## src/hdl/mlc_counter_map.vh

```
// constants for the cascadable modified feedback shift counter
// assumes: included by the counter design file, no other dependency
`ifndef MLC_COUNTER_MAP_VH
`define MLC_COUNTER_MAP_VH

// width of one cascadable stage
`define MLC_STAGE_W 3
// width of the free-running variant
`define MLC_FOUR_W 4

// reset value of every stage register
`define MLC_STAGE_RESET 3'h0
// reset value of every carry register
`define MLC_CARRY_RESET 1'h0
// reset value of the free-running variant
`define MLC_FOUR_RESET 4'h0

// next-to-last state of a 3-bit stage
`define MLC_PENULT_STATE 3'h2
// last state of a 3-bit stage
`define MLC_FINAL_STATE 3'h4

// carry register delay in clock cycles
`define MLC_CARRY_DELAY 1

`endif

```

## src/hdl/mlc_counter.v

```verilog
// cascadable modified feedback shift counter: three 3-bit stages
// chained into a 9-bit counter, plus a free-running 4-bit variant
// assumes: one 40 MHz clock, synchronous active-high reset,
// countEnable comes from logic on the same clock
// no software-visible registers and no interrupt logic; the consumer of
// nineWrap or chainOutPermit sits on the same clock edge
`include "mlc_counter_map.vh"
`timescale 1ns/1ps
`default_nettype none

module mlc_counter (
  // clock and reset
  input wire clk,
  input wire reset,
  // count qualifier of the first stage
  input wire countEnable,
  // stage states, bit zero least significant
  output wire [2:0] stageLowQ,
  output wire [2:0] stageMidQ,
  output wire [2:0] stageHighQ,
  // carry from the first stage and chain permits
  output wire carryLowQ,
  output wire midAdvance,
  output wire chainOutPermit,
  output wire nineWrap,
  // free-running 4-bit variant
  output wire [3:0] fourCountQ
);

  // low bit feedback of a 3-bit stage
  function lowBitNext;
    input [2:0] s;
    begin
      lowBitNext = (~s[1] & ~s[2])
        | (s[0] & ~s[2])
        | (~s[0] & s[1] & s[2]);
    end
  endfunction

  // one held-or-load bit: next = q & ~b | a & b
  function holdLoad;
    input q;
    input a;
    input b;
    begin
      holdLoad = (q & ~b) | (a & b);
    end
  endfunction

  // whole 3-bit stage step under one qualifier
  function [2:0] stageNext;
    input [2:0] s;
    input adv;
    begin
      // the same qualifier gates all three bits
      stageNext[0] = holdLoad(s[0], lowBitNext(s), adv);
      stageNext[1] = holdLoad(s[1], s[0], adv);
      stageNext[2] = holdLoad(s[2], s[1], adv);
    end
  endfunction

  // stage sits in its last state
  function isFinal;
    input [2:0] s;
    begin
      isFinal = (s == `MLC_FINAL_STATE);
    end
  endfunction

  // stage sits one step before its last state
  function isPenult;
    input [2:0] s;
    begin
      isPenult = (s == `MLC_PENULT_STATE);
    end
  endfunction

  // low bit feedback of the 4-bit variant
  function fourLowBit;
    input [3:0] s;
    begin
      case (s)
        // full table: every code has one successor, none is stuck
        4'h0: fourLowBit = 1'b1;
        4'h1: fourLowBit = 1'b1;
        4'h2: fourLowBit = 1'b0;
        4'h3: fourLowBit = 1'b1;
        4'h4: fourLowBit = 1'b0;
        4'h5: fourLowBit = 1'b1;
        4'h6: fourLowBit = 1'b0;
        4'h7: fourLowBit = 1'b1;
        4'h8: fourLowBit = 1'b0;
        4'h9: fourLowBit = 1'b0;
        4'ha: fourLowBit = 1'b1;
        4'hb: fourLowBit = 1'b0;
        4'hc: fourLowBit = 1'b1;
        4'hd: fourLowBit = 1'b0;
        4'he: fourLowBit = 1'b1;
        4'hf: fourLowBit = 1'b0;
        default: fourLowBit = 1'b0;
      endcase
    end
  endfunction

  // stage registers
  reg [2:0] lowQ;
  reg [2:0] lowD;
  reg [2:0] midQ;
  reg [2:0] midD;
  reg [2:0] highQ;
  reg [2:0] highD;

  // carry register of the first stage
  reg carry_q;
  reg carry_d;

  // free-running variant
  reg [3:0] four_q;
  reg [3:0] four_d;

  // advance qualifiers of the three stages
  wire lowAdv;
  wire midAdv;
  wire highAdv;

  // first stage counts under the external qualifier
  // a low qualifier freezes the whole chain: stages two and three only
  // ever move on an edge at which the first stage moves as well
  assign lowAdv = countEnable;

  // carry is only honoured while the first stage itself advances,
  // so a held first stage parked in its last state sends nothing
  assign midAdv = carry_q & countEnable;

  // propagate gate: combinational, no extra register delay
  // two AND gates sit between the carry register and the third stage,
  // so the third qualifier settles well inside one clock period
  assign highAdv = midAdv & isFinal(midQ);

  // first stage next state
  always @*
  begin
    lowD = stageNext(lowQ, lowAdv);
  end

  // second stage next state
  always @*
  begin
    midD = stageNext(midQ, midAdv);
  end

  // third stage next state
  always @*
  begin
    highD = stageNext(highQ, highAdv);
  end

  // decode the next-to-last state one clock early
  // the carry is launched from a flip-flop, so the next stage does not
  // wait for a decode of the last state to ripple through gates;
  // a held stage keeps its carry so a parked last state stays marked
  always @*
  begin
    if (lowAdv)
    begin
      carry_d = isPenult(lowQ);
    end
    else
    begin
      carry_d = carry_q;
    end
  end

  // free-running variant: low bit from logic, upper bits shift
  // it has no qualifier and runs on every edge out of reset
  always @*
  begin
    four_d = {four_q[2:0], fourLowBit(four_q)};
  end

  // first stage
  always @(posedge clk)
  begin
    if (reset)
    begin
      lowQ <= `MLC_STAGE_RESET;
    end
    else
    begin
      lowQ <= lowD;
    end
  end

  // second stage
  always @(posedge clk)
  begin
    if (reset)
    begin
      midQ <= `MLC_STAGE_RESET;
    end
    else
    begin
      midQ <= midD;
    end
  end

  // third stage
  always @(posedge clk)
  begin
    if (reset)
    begin
      highQ <= `MLC_STAGE_RESET;
    end
    else
    begin
      highQ <= highD;
    end
  end

  // carry register
  always @(posedge clk)
  begin
    if (reset)
    begin
      carry_q <= `MLC_CARRY_RESET;
    end
    else
    begin
      carry_q <= carry_d;
    end
  end

  // free-running variant register
  always @(posedge clk)
  begin
    if (reset)
    begin
      four_q <= `MLC_FOUR_RESET;
    end
    else
    begin
      four_q <= four_d;
    end
  end

  // outputs
  assign stageLowQ = lowQ;
  assign stageMidQ = midQ;
  assign stageHighQ = highQ;
  assign carryLowQ = carry_q;
  assign midAdvance = midAdv;
  assign chainOutPermit = highAdv;

  // whole 9-bit counter wraps on the coming edge
  // one pulse per 512 advances, usable as a pass marker downstream
  assign nineWrap = highAdv & isFinal(highQ);

  assign fourCountQ = four_q;

endmodule // mlc_counter

`default_nettype wire

```

## config.mk

```make
export PLATFORM = sky130hd
export DESIGN_NAME = mlc_counter
export DESIGN_NICKNAME = d
export VERILOG_FILES = /design/src/hdl/mlc_counter.v
export VERILOG_INCLUDE_DIRS = /design/src /design/src/hdl
export SDC_FILE = /design/constraint.sdc
export NUM_CORES = 1
export LEC_CHECK = 0
export ABC_AREA = 1
export ABC_CLOCK_PERIOD_IN_PS = 1000
export BUFFER_PORTS_ARGS = -buffer_cell sky130_fd_sc_hd__buf_4
export CORE_AREA = 2 2 39 41
export CTS_BUF_LIST = sky130_fd_sc_hd__clkbuf_4
export CTS_CLUSTER_SIZE = 25
export DETAILED_ROUTE_END_ITERATION = 8
export DIE_AREA = 0 0 41 43
export PLACE_DENSITY = 0.84
export SLEW_MARGIN = 5
export SYNTH_ARGS = -nofsm -noshare
export SYNTH_HDL_FRONTEND = slang
export SYNTH_SLANG_ARGS = --single-unit
```

## constraint.sdc

```tcl
create_clock -name clk -period 1 [get_ports clk]
set_input_delay 0.05 -clock clk [delete_from_list [all_inputs] [get_ports clk]]
set_output_delay 0.05 -clock clk [all_outputs]
set_load 0.01 [all_outputs]
```

==> impl_results.md, run 1 <==
* Run status: complete, but fails checks
* Violated checks: negative setup slack
* Relative area change from synthesis to final layout at 55.3%
* Number of global-route vias before repair at 512
* Number of vias in the routed layout at 614
* VDD IR max at 0.902 mV
* Maximum number of pins on one net before global-route repair at 11
* Number of max-cap violations at 0
* Cell types occupying the most area after synthesis: sky130_fd_sc_hd__dfxtp_1, sky130_fd_sc_hd__inv_1, sky130_fd_sc_hd__a21oi_1, sky130_fd_sc_hd__nand2_1, sky130_fd_sc_hd__nor2_1
* Worst slew pin tran at 0.187 ns
* Distinct cell type count after synthesis at 17
* Sequential area share after synthesis at 0.453
* Routed length per placed instance at 11.2 um
* Post-detail-place hpwl at 878 um
* Data arrival time of the worst path at 1.17 ns
* Number of sinks handled by clock tree synthesis at 14
* Count of final hold-check violations at 0
* Power after layout at 1150 uW
* ANT cells at 0
* Portion of the clock cycle consumed by the worst path in the final layout at 1.22
* Critical path type: register to output port
* Post-Synthesis Cell Area at 618 um^2
* Core footprint at 1380 um^2
* Crit path capture: nineWrap
* Tightest hold margin at 0.0254 ns
* Nets@finish at 116
* Number of levels the H-tree was split into at 1
* Sequential cell area at 288 um^2
* Wire length of the first global-routing pass at 2020 um
* RR Startpoint: carryLowQ
* Share of total power consumed by net switching at 0.276
* Type of the tightest min-delay check: primary input to register
* Layout cells sized above 1 at 0.455
* Final cell area excluding filler cells at 960 um^2
* Wire length after detailed routing at 1430 um
* Fin. max-slew vios at 0
* Lkg Pwr at 0.000433 uW
* Overall Global Routing Usage at 0.168
* Required time reported for the critical path endpoint at 0.95 ns
* Post-Synthesis Cells at 79
* Max Freq at 0.823 GHz
* Worst clock skew at 0.00242 ns
* Net Count, Synth at 82
* Initial DRT Pass Iterations at 4
* Kind of end point of the critical path: output port
* Routability Congestion at 0.719
* Sw Pwr at 316 uW
* Area of the multi-input gates at 295 um^2
* Clock slew at reported path FFs at 0.09 ns
* Power share of the combinational group at 0.177
* Clock group share of total power at 0.291
* Number of ports placed on the die boundary at 20
* Utilization of the core after routing at 0.693
* Row cnt at 14
* Max Fanout on Critical Path at 2
* Number of failing setup endpoints in the final timing report at 8
* Internal portion of total power at 831 uW
* Flop2flop setup slack at -0.09 ns
* Worst slack, placed at 0.0133 ns
* Maximum clock insertion buffer count at 2
* Clock tree from TritonCTS: yes
* Number of antenna violations at the first check in global routing at 0
* Die X at 41 um
* Worst Reg2Reg Path Length in Cells at 7
* Fraction of synthesized cell area taken by the top area cell type at 0.453
* Relative slew slack at 0.875
* Post-detailed-route via-to-cell ratio at 4.80
* Number of buffers created by CTS at 3
* Clock latency at the later pin of the worst-skew pair at 0.28 ns
* Number of input and output port buffers inserted at 19
* Total Die Area at 1760 um^2
* Critical path startpoint category: register
* Starting utilization of the core area at 0.447
* Count of antenna-violating nets left after detailed routing at 0
* Origin of the worst setup path: carryLowQ
* RSZ-0062 raised after global routing: true
* Total of fill cells in the finished design at 115
* Fin worst setup slack at -0.215 ns
* Root Driver: sky130_fd_sc_hd__clkbuf_4
* Share of power burned in registers at 0.532
* Global route overflow at 0
* Flip-flop and latch count after synthesis at 14
* Yosys warning count at 0
* Final critical-path required period at 1.22 ns
* Biggest area consumer among synthesized cells: sky130_fd_sc_hd__dfxtp_1
* DRC violation total after the first TritonRoute iteration at 6
* Power density over the cells at 1200 nW/um^2
* Die Span Y at 43 um
* Mean instance size in the synthesized netlist at 7.82 um^2
* Placement-stage cell area at 786 um^2
* Total DRC errors in the routed layout at 0
## critical path, stage by stage (launching register included)
cell and delay [ns]:
sky130_fd_sc_hd__dfxtp_4 0.37, sky130_fd_sc_hd__nand2_4 0.07, sky130_fd_sc_hd__nor2_8 0.12, sky130_fd_sc_hd__nand3_2 0.08, sky130_fd_sc_hd__nor3_2 0.11, sky130_fd_sc_hd__buf_4 0.14
## routing by layer
layer	GRT usage	routed length (um)
met3	0.0314	71
met1	0.204	591
met4	0.0800	0
met5	0	0
met2	0.269	769
## cell families (layout without fill, tap and decap cells)
| family | Yosys count | in the layout | share of synthesized area |
|---|---|---|---|
| AND/OR/NAND/NOR | 33 | 33 | 0.304 |
| AO/OA/AOI/OAI | 16 | 16 | 0.134 |
| buffers and inverters | 16 | 49 | 0.109 |
| flip-flops | 14 | 14 | 0.453 |
## worst min path at each step
stage / startpoint / to / slack, ns / cells after the start
final: countEnable / register / 0.03 / 2
after global routing: countEnable / register / 0.03 / 2
after CTS: countEnable / carryLowQ / 0.02 / 2
after detailed placement: reset / fourCountQ[2] / 0.26 / 2
after global placement: reset / fourCountQ[1] / 0.25 / 2
after floorplan: reset / fourCountQ[1] / 0.12 / 1
## cells in the final DEF, fill, tap and decap left out, drive strengths merged
cell type / n
clkinv: 2
inv: 13
nand2: 13
nor2: 12
dfxtp: 14
nor3: 1
nand3b: 1
a211oi: 1
nand3: 6
dlygate4sd3: 1
a21oi: 9
o21ai: 6
clkbuf: 3
buf: 29
clkinvlp: 1
## power groups by stage
stage | Sequential, uW | Clock [uW] | Combinational (uW)
floorplan | 635 | 0 | 73.1
detailed placement | 623 | 0 | 154
global route | 615 | 371 | 219
global placement | 622 | 0 | 150
CTS | 609 | 335 | 182
finish | 611 | 334 | 203
## final cells by class
class / count / share of cell area
clock buffer: 3 / 0.0235
clock inverter: 1 / 0.00391
inverter: 15 / 0.0704
multi-input combinational: 49 / 0.308
sequential: 14 / 0.300
tap: 16 / 0.0209
timing repair buffer: 30 / 0.274
## cells in the mapped netlist
cell                       number
sky130_fd_sc_hd__dfxtp_1       14
sky130_fd_sc_hd__inv_1         14
sky130_fd_sc_hd__nand2_1       10
sky130_fd_sc_hd__nor2_1        10
sky130_fd_sc_hd__a21oi_1        9
sky130_fd_sc_hd__o21ai_0        6
sky130_fd_sc_hd__nand3_1        5
sky130_fd_sc_hd__nand2_4        2
sky130_fd_sc_hd__a211oi_1       1
sky130_fd_sc_hd__buf_6          1
sky130_fd_sc_hd__clkinv_1       1
sky130_fd_sc_hd__nand2_2        1
sky130_fd_sc_hd__nand3_2        1
sky130_fd_sc_hd__nand3b_1       1
sky130_fd_sc_hd__nor2_4         1
sky130_fd_sc_hd__nor2_8         1
sky130_fd_sc_hd__nor3_2         1
## through the flow
step                      cells  setup TNS [ns]
after global placement      115               0
after CTS                   126          -0.497
after global routing        128           -1.12
after detailed placement    115               0
final                       128          -0.745
after floorplan              79               0
## timing repair
item                                    CTS  global route
hold buffers                              1             0
pin swaps                                 3             3
gates cloned                              0             0
buffers inserted                          6             3
endpoints found under the setup margin    3            13
resized for setup                         8            16
endpoints found under the hold margin     4             0
No activity file was read; power rests on OpenSTA's default activity.
==> run 2, diff against run 1 <==
- CORE_AREA: 2 2 39 41 -> 3 3 40 42
- DIE_AREA: 0 0 41 43 -> 0 0 43 45
==> impl_results.md, run 2 (synthesis gave the netlist of run 1 again) <==
* Number of buffers created by CTS at 3 (unchanged)
* Root Driver: sky130_fd_sc_hd__clkbuf_4 (unchanged)
* Number of levels the H-tree was split into at 1 (unchanged)
* Count of placed standard cells including taps at 113 (was 115)
* Power density over the cells at 1190 nW/um^2 (was 1200 nW/um^2)
* ANT cells at 0 (unchanged)
* Clock latency at the later pin of the worst-skew pair at 0.28 ns (about the same)
* Crit path max-delay family: simple AND/OR/NAND/NOR gates (unchanged)
* Number of global-route vias before repair at 604 (was 512)
* Final cell count without fillers at 130 (was 128)
* Routability Congestion at 0.780 (was 0.719)
* Number of buffer and inverter instances along the worst setup path at 3 (was 1)
* Die Span Y at 45 um (was 43 um)
* Delay of the slowest cell on the worst path at 0.36 ns (was 0.37 ns)
* Critical path startpoint category: register (unchanged)
* Cell Chain, Critical Path: nand2_4 > nor2_8 > nand3_2 > buf_4 > buf_4 > buf_4 > nand2_1 > nor2_1 (was nand2_4 > nor2_8 > nand3_2 > nor3_2 > buf_4)
* Routed length per placed instance at 11.6 um (was 11.2 um)
* VDD IR max at 0.846 mV (was 0.902 mV)
* Required time reported for the critical path endpoint at 1.19 ns (was 0.95 ns)
* Post-detail-place hpwl at 940 um (was 878 um)
* Area of the multi-input gates at 287 um^2 (was 295 um^2)
* Core footprint at 1280 um^2 (was 1380 um^2)
* Overall Global Routing Usage at 0.167 (was 0.168)
* Total Die Area at 1940 um^2 (was 1760 um^2)
* Max Fanout on Critical Path at 4 (was 2)
* Row cnt at 13 (was 14)
* Sequential cell area at 285 um^2 (was 288 um^2)
* Power after layout at 1150 uW (about the same)
* Number of ports placed on the die boundary at 20 (unchanged)
* Global route overflow at 0 (unchanged)
* Nets@finish at 119 (was 116)
* Post-detailed-route via-to-cell ratio at 4.92 (was 4.80)
* Starting utilization of the core area at 0.481 (was 0.447)
* DRC violation total after the first TritonRoute iteration at 15 (was 6)
* Wire length after detailed routing at 1510 um (was 1430 um)
* Kind of end point of the critical path: register (was output port)
* Total of fill cells in the finished design at 94 (was 115)
* Total DRC errors in the routed layout at 0 (unchanged)
* Max Freq at 0.800 GHz (was 0.823 GHz)
* Initial DRT Pass Iterations at 4 (unchanged)
* Fin. max-slew vios at 0 (unchanged)
* Routing usage on met2 at 0.290 (was 0.269)
* Count of antenna-violating nets left after detailed routing at 0 (unchanged)
* Fin worst setup slack at -0.250 ns (was -0.215 ns)
* Tightest hold margin at 0.0198 ns (was 0.0254 ns)
* Relative slew slack at 0.882 (was 0.875)
* Final critical-path required period at 1.25 ns (was 1.22 ns)
* Data arrival time of the worst path at 1.43 ns (was 1.17 ns)
* Number of max-cap violations at 0 (unchanged)
* Number of sinks handled by clock tree synthesis at 14 (unchanged)
* GR Util met1 at 0.167 (was 0.204)
* Number of vias in the routed layout at 639 (was 614)
* Clock tree from TritonCTS: yes (unchanged)
* Most frequent cells in the layout: sky130_fd_sc_hd__buf_4, sky130_fd_sc_hd__inv_1, sky130_fd_sc_hd__nor2_1, sky130_fd_sc_hd__dfxtp_1, sky130_fd_sc_hd__nand2_1 (unchanged)
* Wire length of the first global-routing pass at 2350 um (was 2020 um)
* Critical path type: register to register (was register to output port)
* Number of failing setup endpoints in the final timing report at 6 (was 8)
* Utilization of the core after routing at 0.754 (was 0.693)
* Cell with the most instances on the worst path: sky130_fd_sc_hd__buf_4
* Portion of the clock cycle consumed by the worst path in the final layout at 1.25 (was 1.22)
* Number of antenna violations at the first check in global routing at 0 (unchanged)
* Number of input and output port buffers inserted at 19 (unchanged)
* Slowest cell on the critical path: sky130_fd_sc_hd__dfxtp_2 (was sky130_fd_sc_hd__dfxtp_4)
* Worst clock skew at 0.000420 ns (was 0.00242 ns)
* Violated checks: negative setup slack (unchanged)
* Leading cell type in the layout, fill and taps excluded: sky130_fd_sc_hd__buf_4 (unchanged)
* GR Util met3 at 0.0478 (was 0.0314)
* Maximum clock insertion buffer count at 2 (unchanged)
* Layer carrying the most global-route usage: met2 (unchanged)
* Relative area change from synthesis to final layout at 56.7% (was 55.3%)
* Clock slew at reported path FFs at 0.08 ns (was 0.09 ns)
* Run status: complete, but fails checks (unchanged)
* Lkg Pwr at 0.000469 uW (was 0.000433 uW)
* Count of final hold-check violations at 0 (unchanged)
* Type of the tightest min-delay check: primary input to register (unchanged)
* Worst slew pin tran at 0.176 ns (was 0.187 ns)
* Maximum number of pins on one net before global-route repair at 11 (unchanged)
* RSZ-0062 raised after global routing: true (unchanged)
* Die X at 43 um (was 41 um)
* Layout cells sized above 1 at 0.461 (was 0.455)
run 2: area by class of cell:
cell class                 count  share of cell area
sequential                    14               0.295
tap                           15              0.0194
timing repair buffer          33               0.298
clock inverter                 1             0.00388
clock buffer                   3              0.0233
inverter                      15              0.0646
multi-input combinational     49               0.296
run 2: report_power, final:
part | internal (uW) | switching (uW)
combinational | 103 | 99.3
clock | 145 | 188
sequential | 587 | 26.9
total | 835 | 315
run 2: stage by stage:
| stage | setup slack, ns | TNS (ns) | cell area, um^2 |
|---|---|---|---|
| after floorplan | 0.0584 | 0 | 619 |
| after global placement | 0.0649 | 0 | 777 |
| after detailed placement | 0.0225 | 0 | 777 |
| after CTS | -0.254 | -0.746 | 913 |
| after global routing | -0.320 | -1.49 | 968 |
| final | -0.250 | -0.963 | 968 |
run 2: path summary, 6_finish.rpt:
kind	depth (start not counted)	slack, ns	end	start
max	8	-0.25	register	carryLowQ
min	2	0.02	carryLowQ	countEnable
max reg2reg	8	-0.25	register	carryLowQ
min reg2reg	2	0.46	fourCountQ[1]	fourCountQ[0]
run 2: repair_timing:
item                                   4_1_cts  5_1_grt
hold buffers                                 1        0
endpoints found under the hold margin        4        0
setup buffers                                9        4
gates resized for setup                      9       12
pin swaps                                    4        4
setup endpoints to repair                    3       14
run 2: metal layers:
layer	part of all wire	wire length [um]
met1	0.42	640
met2	0.48	732
met3	0.057	86
met4	0.034	52
met5	0	0
==> run 3, diff against run 2 <==
- CORE_AREA: 3 3 40 42 -> not set
- CORE_MARGIN: not set -> 3
- CORE_UTILIZATION: not set -> 35
- DIE_AREA: 0 0 43 45 -> not set
- PLACE_DENSITY: 0.84 -> 0.69
==> impl_results.md, run 3 (synthesis gave the netlist of run 1 again) <==
* Most frequent cells in the layout: sky130_fd_sc_hd__buf_4, sky130_fd_sc_hd__inv_1, sky130_fd_sc_hd__nor2_1, sky130_fd_sc_hd__dfxtp_1, sky130_fd_sc_hd__nand2_1 (unchanged)
* Layout cells sized above 1 at 0.460 (was 0.461)
* Fin. max-slew vios at 0 (unchanged)
* Count of final hold-check violations at 0 (unchanged)
* Leading cell type in the layout, fill and taps excluded: sky130_fd_sc_hd__buf_4 (unchanged)
* Number of global-route vias before repair at 500 (was 604)
* Violated checks: negative setup slack (unchanged)
* RSZ-0062 raised after global routing: true (unchanged)
* Total DRC errors in the routed layout at 0 (unchanged)
* Initial DRT Pass Iterations at 3 (was 4)
* Hold Path Stages at 2 (unchanged)
* Starting utilization of the core area at 0.392 (was 0.481)
* Total Die Area at 2310 um^2 (was 1940 um^2)
* Number of sinks handled by clock tree synthesis at 14 (unchanged)
* Number of vias in the routed layout at 608 (was 639)
* GR Util met3 at 0.0526 (was 0.0478)
* Relative area change from synthesis to final layout at 57.7% (was 56.7%)
* Sequential cell area at 288 um^2 (was 285 um^2)
* Run status: complete, but fails checks (unchanged)
* Worst slew pin tran at 0.191 ns (was 0.176 ns)
* Clock tree from TritonCTS: yes (unchanged)
* Die X at 48.0 um (was 43 um)
* Lkg Pwr at 0.000460 uW (was 0.000469 uW)
* Number of buffers created by CTS at 3 (unchanged)
* Worst clock skew at 0.00481 ns (was 0.000420 ns)
* Die Span Y at 48.0 um (was 45 um)
* Nets@finish at 117 (was 119)
* Worst Reg2Reg Path Length in Cells at 7 (was 8)
* Required time reported for the critical path endpoint at 0.95 ns (was 1.19 ns)
* Startpoint of the worst hold path: countEnable (unchanged)
* Slowest cell on the critical path: sky130_fd_sc_hd__dfxtp_2 (unchanged)
* Root Driver: sky130_fd_sc_hd__clkbuf_4 (unchanged)
* Routed length per placed instance at 11.1 um (was 11.6 um)
* Clock slew at reported path FFs at 0.09 ns (was 0.08 ns)
* Post-detailed-route via-to-cell ratio at 4.71 (was 4.92)
* Utilization of the core after routing at 0.618 (was 0.754)
* Final critical-path required period at 1.20 ns (was 1.25 ns)
* Flop2flop setup slack at -0.05 ns (was -0.25 ns)
* Maximum number of pins on one net before global-route repair at 11 (unchanged)
* DRC violation total after the first TritonRoute iteration at 4 (was 15)
* Number of antenna violations at the first check in global routing at 0 (unchanged)
* Number of input and output port buffers inserted at 19 (unchanged)
* Number of levels the H-tree was split into at 1 (unchanged)
* Portion of the clock cycle consumed by the worst path in the final layout at 1.20 (was 1.25)
* Routability Congestion at 0.731 (was 0.780)
* Critical path type: register to output port (was register to register)
* Power density over the cells at 1190 nW/um^2 (about the same)
* Relative slew slack at 0.872 (was 0.882)
* Type of the tightest min-delay check: primary input to register (unchanged)
* Area of the multi-input gates at 297 um^2 (was 287 um^2)
* Crit path max-delay family: flip-flops (was simple AND/OR/NAND/NOR gates)
* Wire length of the first global-routing pass at 2060 um (was 2350 um)
* Tightest hold margin at 0.0153 ns (was 0.0198 ns)
* RR Startpoint: carryLowQ (unchanged)
* Wire length after detailed routing at 1440 um (was 1510 um)
* Number of ports placed on the die boundary at 20 (unchanged)
* Critical path startpoint category: register (unchanged)
* ANT cells at 0 (unchanged)
* Row cnt at 14 (was 13)
* Overall Global Routing Usage at 0.132 (was 0.167)
* Clock latency at the later pin of the worst-skew pair at 0.28 ns (about the same)
* Delay of the slowest cell on the worst path at 0.34 ns (was 0.36 ns)
* Core footprint at 1580 um^2 (was 1280 um^2)
* Total of fill cells in the finished design at 139 (was 94)
* Number of failing setup endpoints in the final timing report at 8 (was 6)
* Fin worst setup slack at -0.197 ns (was -0.250 ns)
* Data arrival time of the worst path at 1.15 ns (was 1.43 ns)
* Max Freq at 0.835 GHz (was 0.800 GHz)
* Final cell area excluding filler cells at 975 um^2 (was 968 um^2)
* Global route overflow at 0 (unchanged)
* Layer carrying the most global-route usage: met2 (unchanged)
* GR Util met1 at 0.133 (was 0.167)
* Power after layout at 1160 uW (was 1150 uW)
* Kind of end point of the critical path: output port (was register)
* Number of buffer and inverter instances along the worst setup path at 2 (was 3)
* Count of antenna-violating nets left after detailed routing at 0 (unchanged)
* Routing usage on met2 at 0.224 (was 0.290)
* Number of max-cap violations at 0 (unchanged)
* Maximum clock insertion buffer count at 2 (unchanged)
* Cell Chain, Critical Path: inv_2 > nor2_4 > nand3_4 > nor3_2 > buf_4 (was nand2_4 > nor2_8 > nand3_2 > buf_4 > buf_4 > buf_4 > nand2_1 > nor2_1)
* Max Fanout on Critical Path at 4 (unchanged)
* VDD IR max at 0.638 mV (was 0.846 mV)
* Post-detail-place hpwl at 912 um (was 940 um)
* Placement-stage cell area at 786 um^2 (was 777 um^2)
[run 3: cell type report]
| cell class | count | share of cell area |
|---|---|---|
| flip-flops and latches | 14 | 0.295 |
| clock buffers | 3 | 0.0231 |
| repair buffers | 31 | 0.289 |
| clock inverters | 1 | 0.00385 |
| well taps | 16 | 0.0205 |
| inverters | 15 | 0.0642 |
| multi-input cells | 49 | 0.304 |
[run 3: layer usage]
layer,routed length [um],vias up
met5,0,-
met4,13,0
met3,93,2
met2,746,14
met1,584,273
li1,-,319
[run 3: worst max path at each step]
stage                         start        to  slack [ns]  cells after the start
after floorplan            register  nineWrap        0.06                      4
final                      register  nineWrap       -0.20                      5
after detailed placement  carryLowQ  nineWrap        0.04                      5
after global routing       register  nineWrap       -0.28                      5
after global placement    carryLowQ  nineWrap        0.06                      5
after CTS                  register  nineWrap       -0.21                      5
[run 3: repair_timing]
| action | 4_1_cts | 5_1_grt |
|---|---|---|
| pin swaps | 5 | 6 |
| cloned | 0 | 0 |
| resized for setup | 10 | 16 |
| hold buffers | 1 | 0 |
| setup buffers | 6 | 5 |
| endpoints found under the setup margin | 3 | 14 |
| endpoints found under the hold margin | 4 | 0 |
[run 3: where the power goes]
| part | internal [uW] | leakage [uW] | switching (uW) |
|---|---|---|---|
| logic | 104 | 0.000328 | 101 |
| clock network | 145 | 0.0000154 | 196 |
| registers | 586 | 0.000117 | 24.2 |
| total | 834 | 0.000460 | 321 |
[run 3: stage by stage]
| step | TNS [ns] | setup slack [ns] | instances |
|---|---|---|---|
| finish | -0.702 | -0.197 | 129 |
| global route | -1.22 | -0.282 | 129 |
| CTS | -0.512 | -0.209 | 126 |
| detailed placement | 0 | 0.0405 | 115 |
| global placement | 0 | 0.0634 | 115 |
| floorplan | 0 | 0.0584 | 79 |
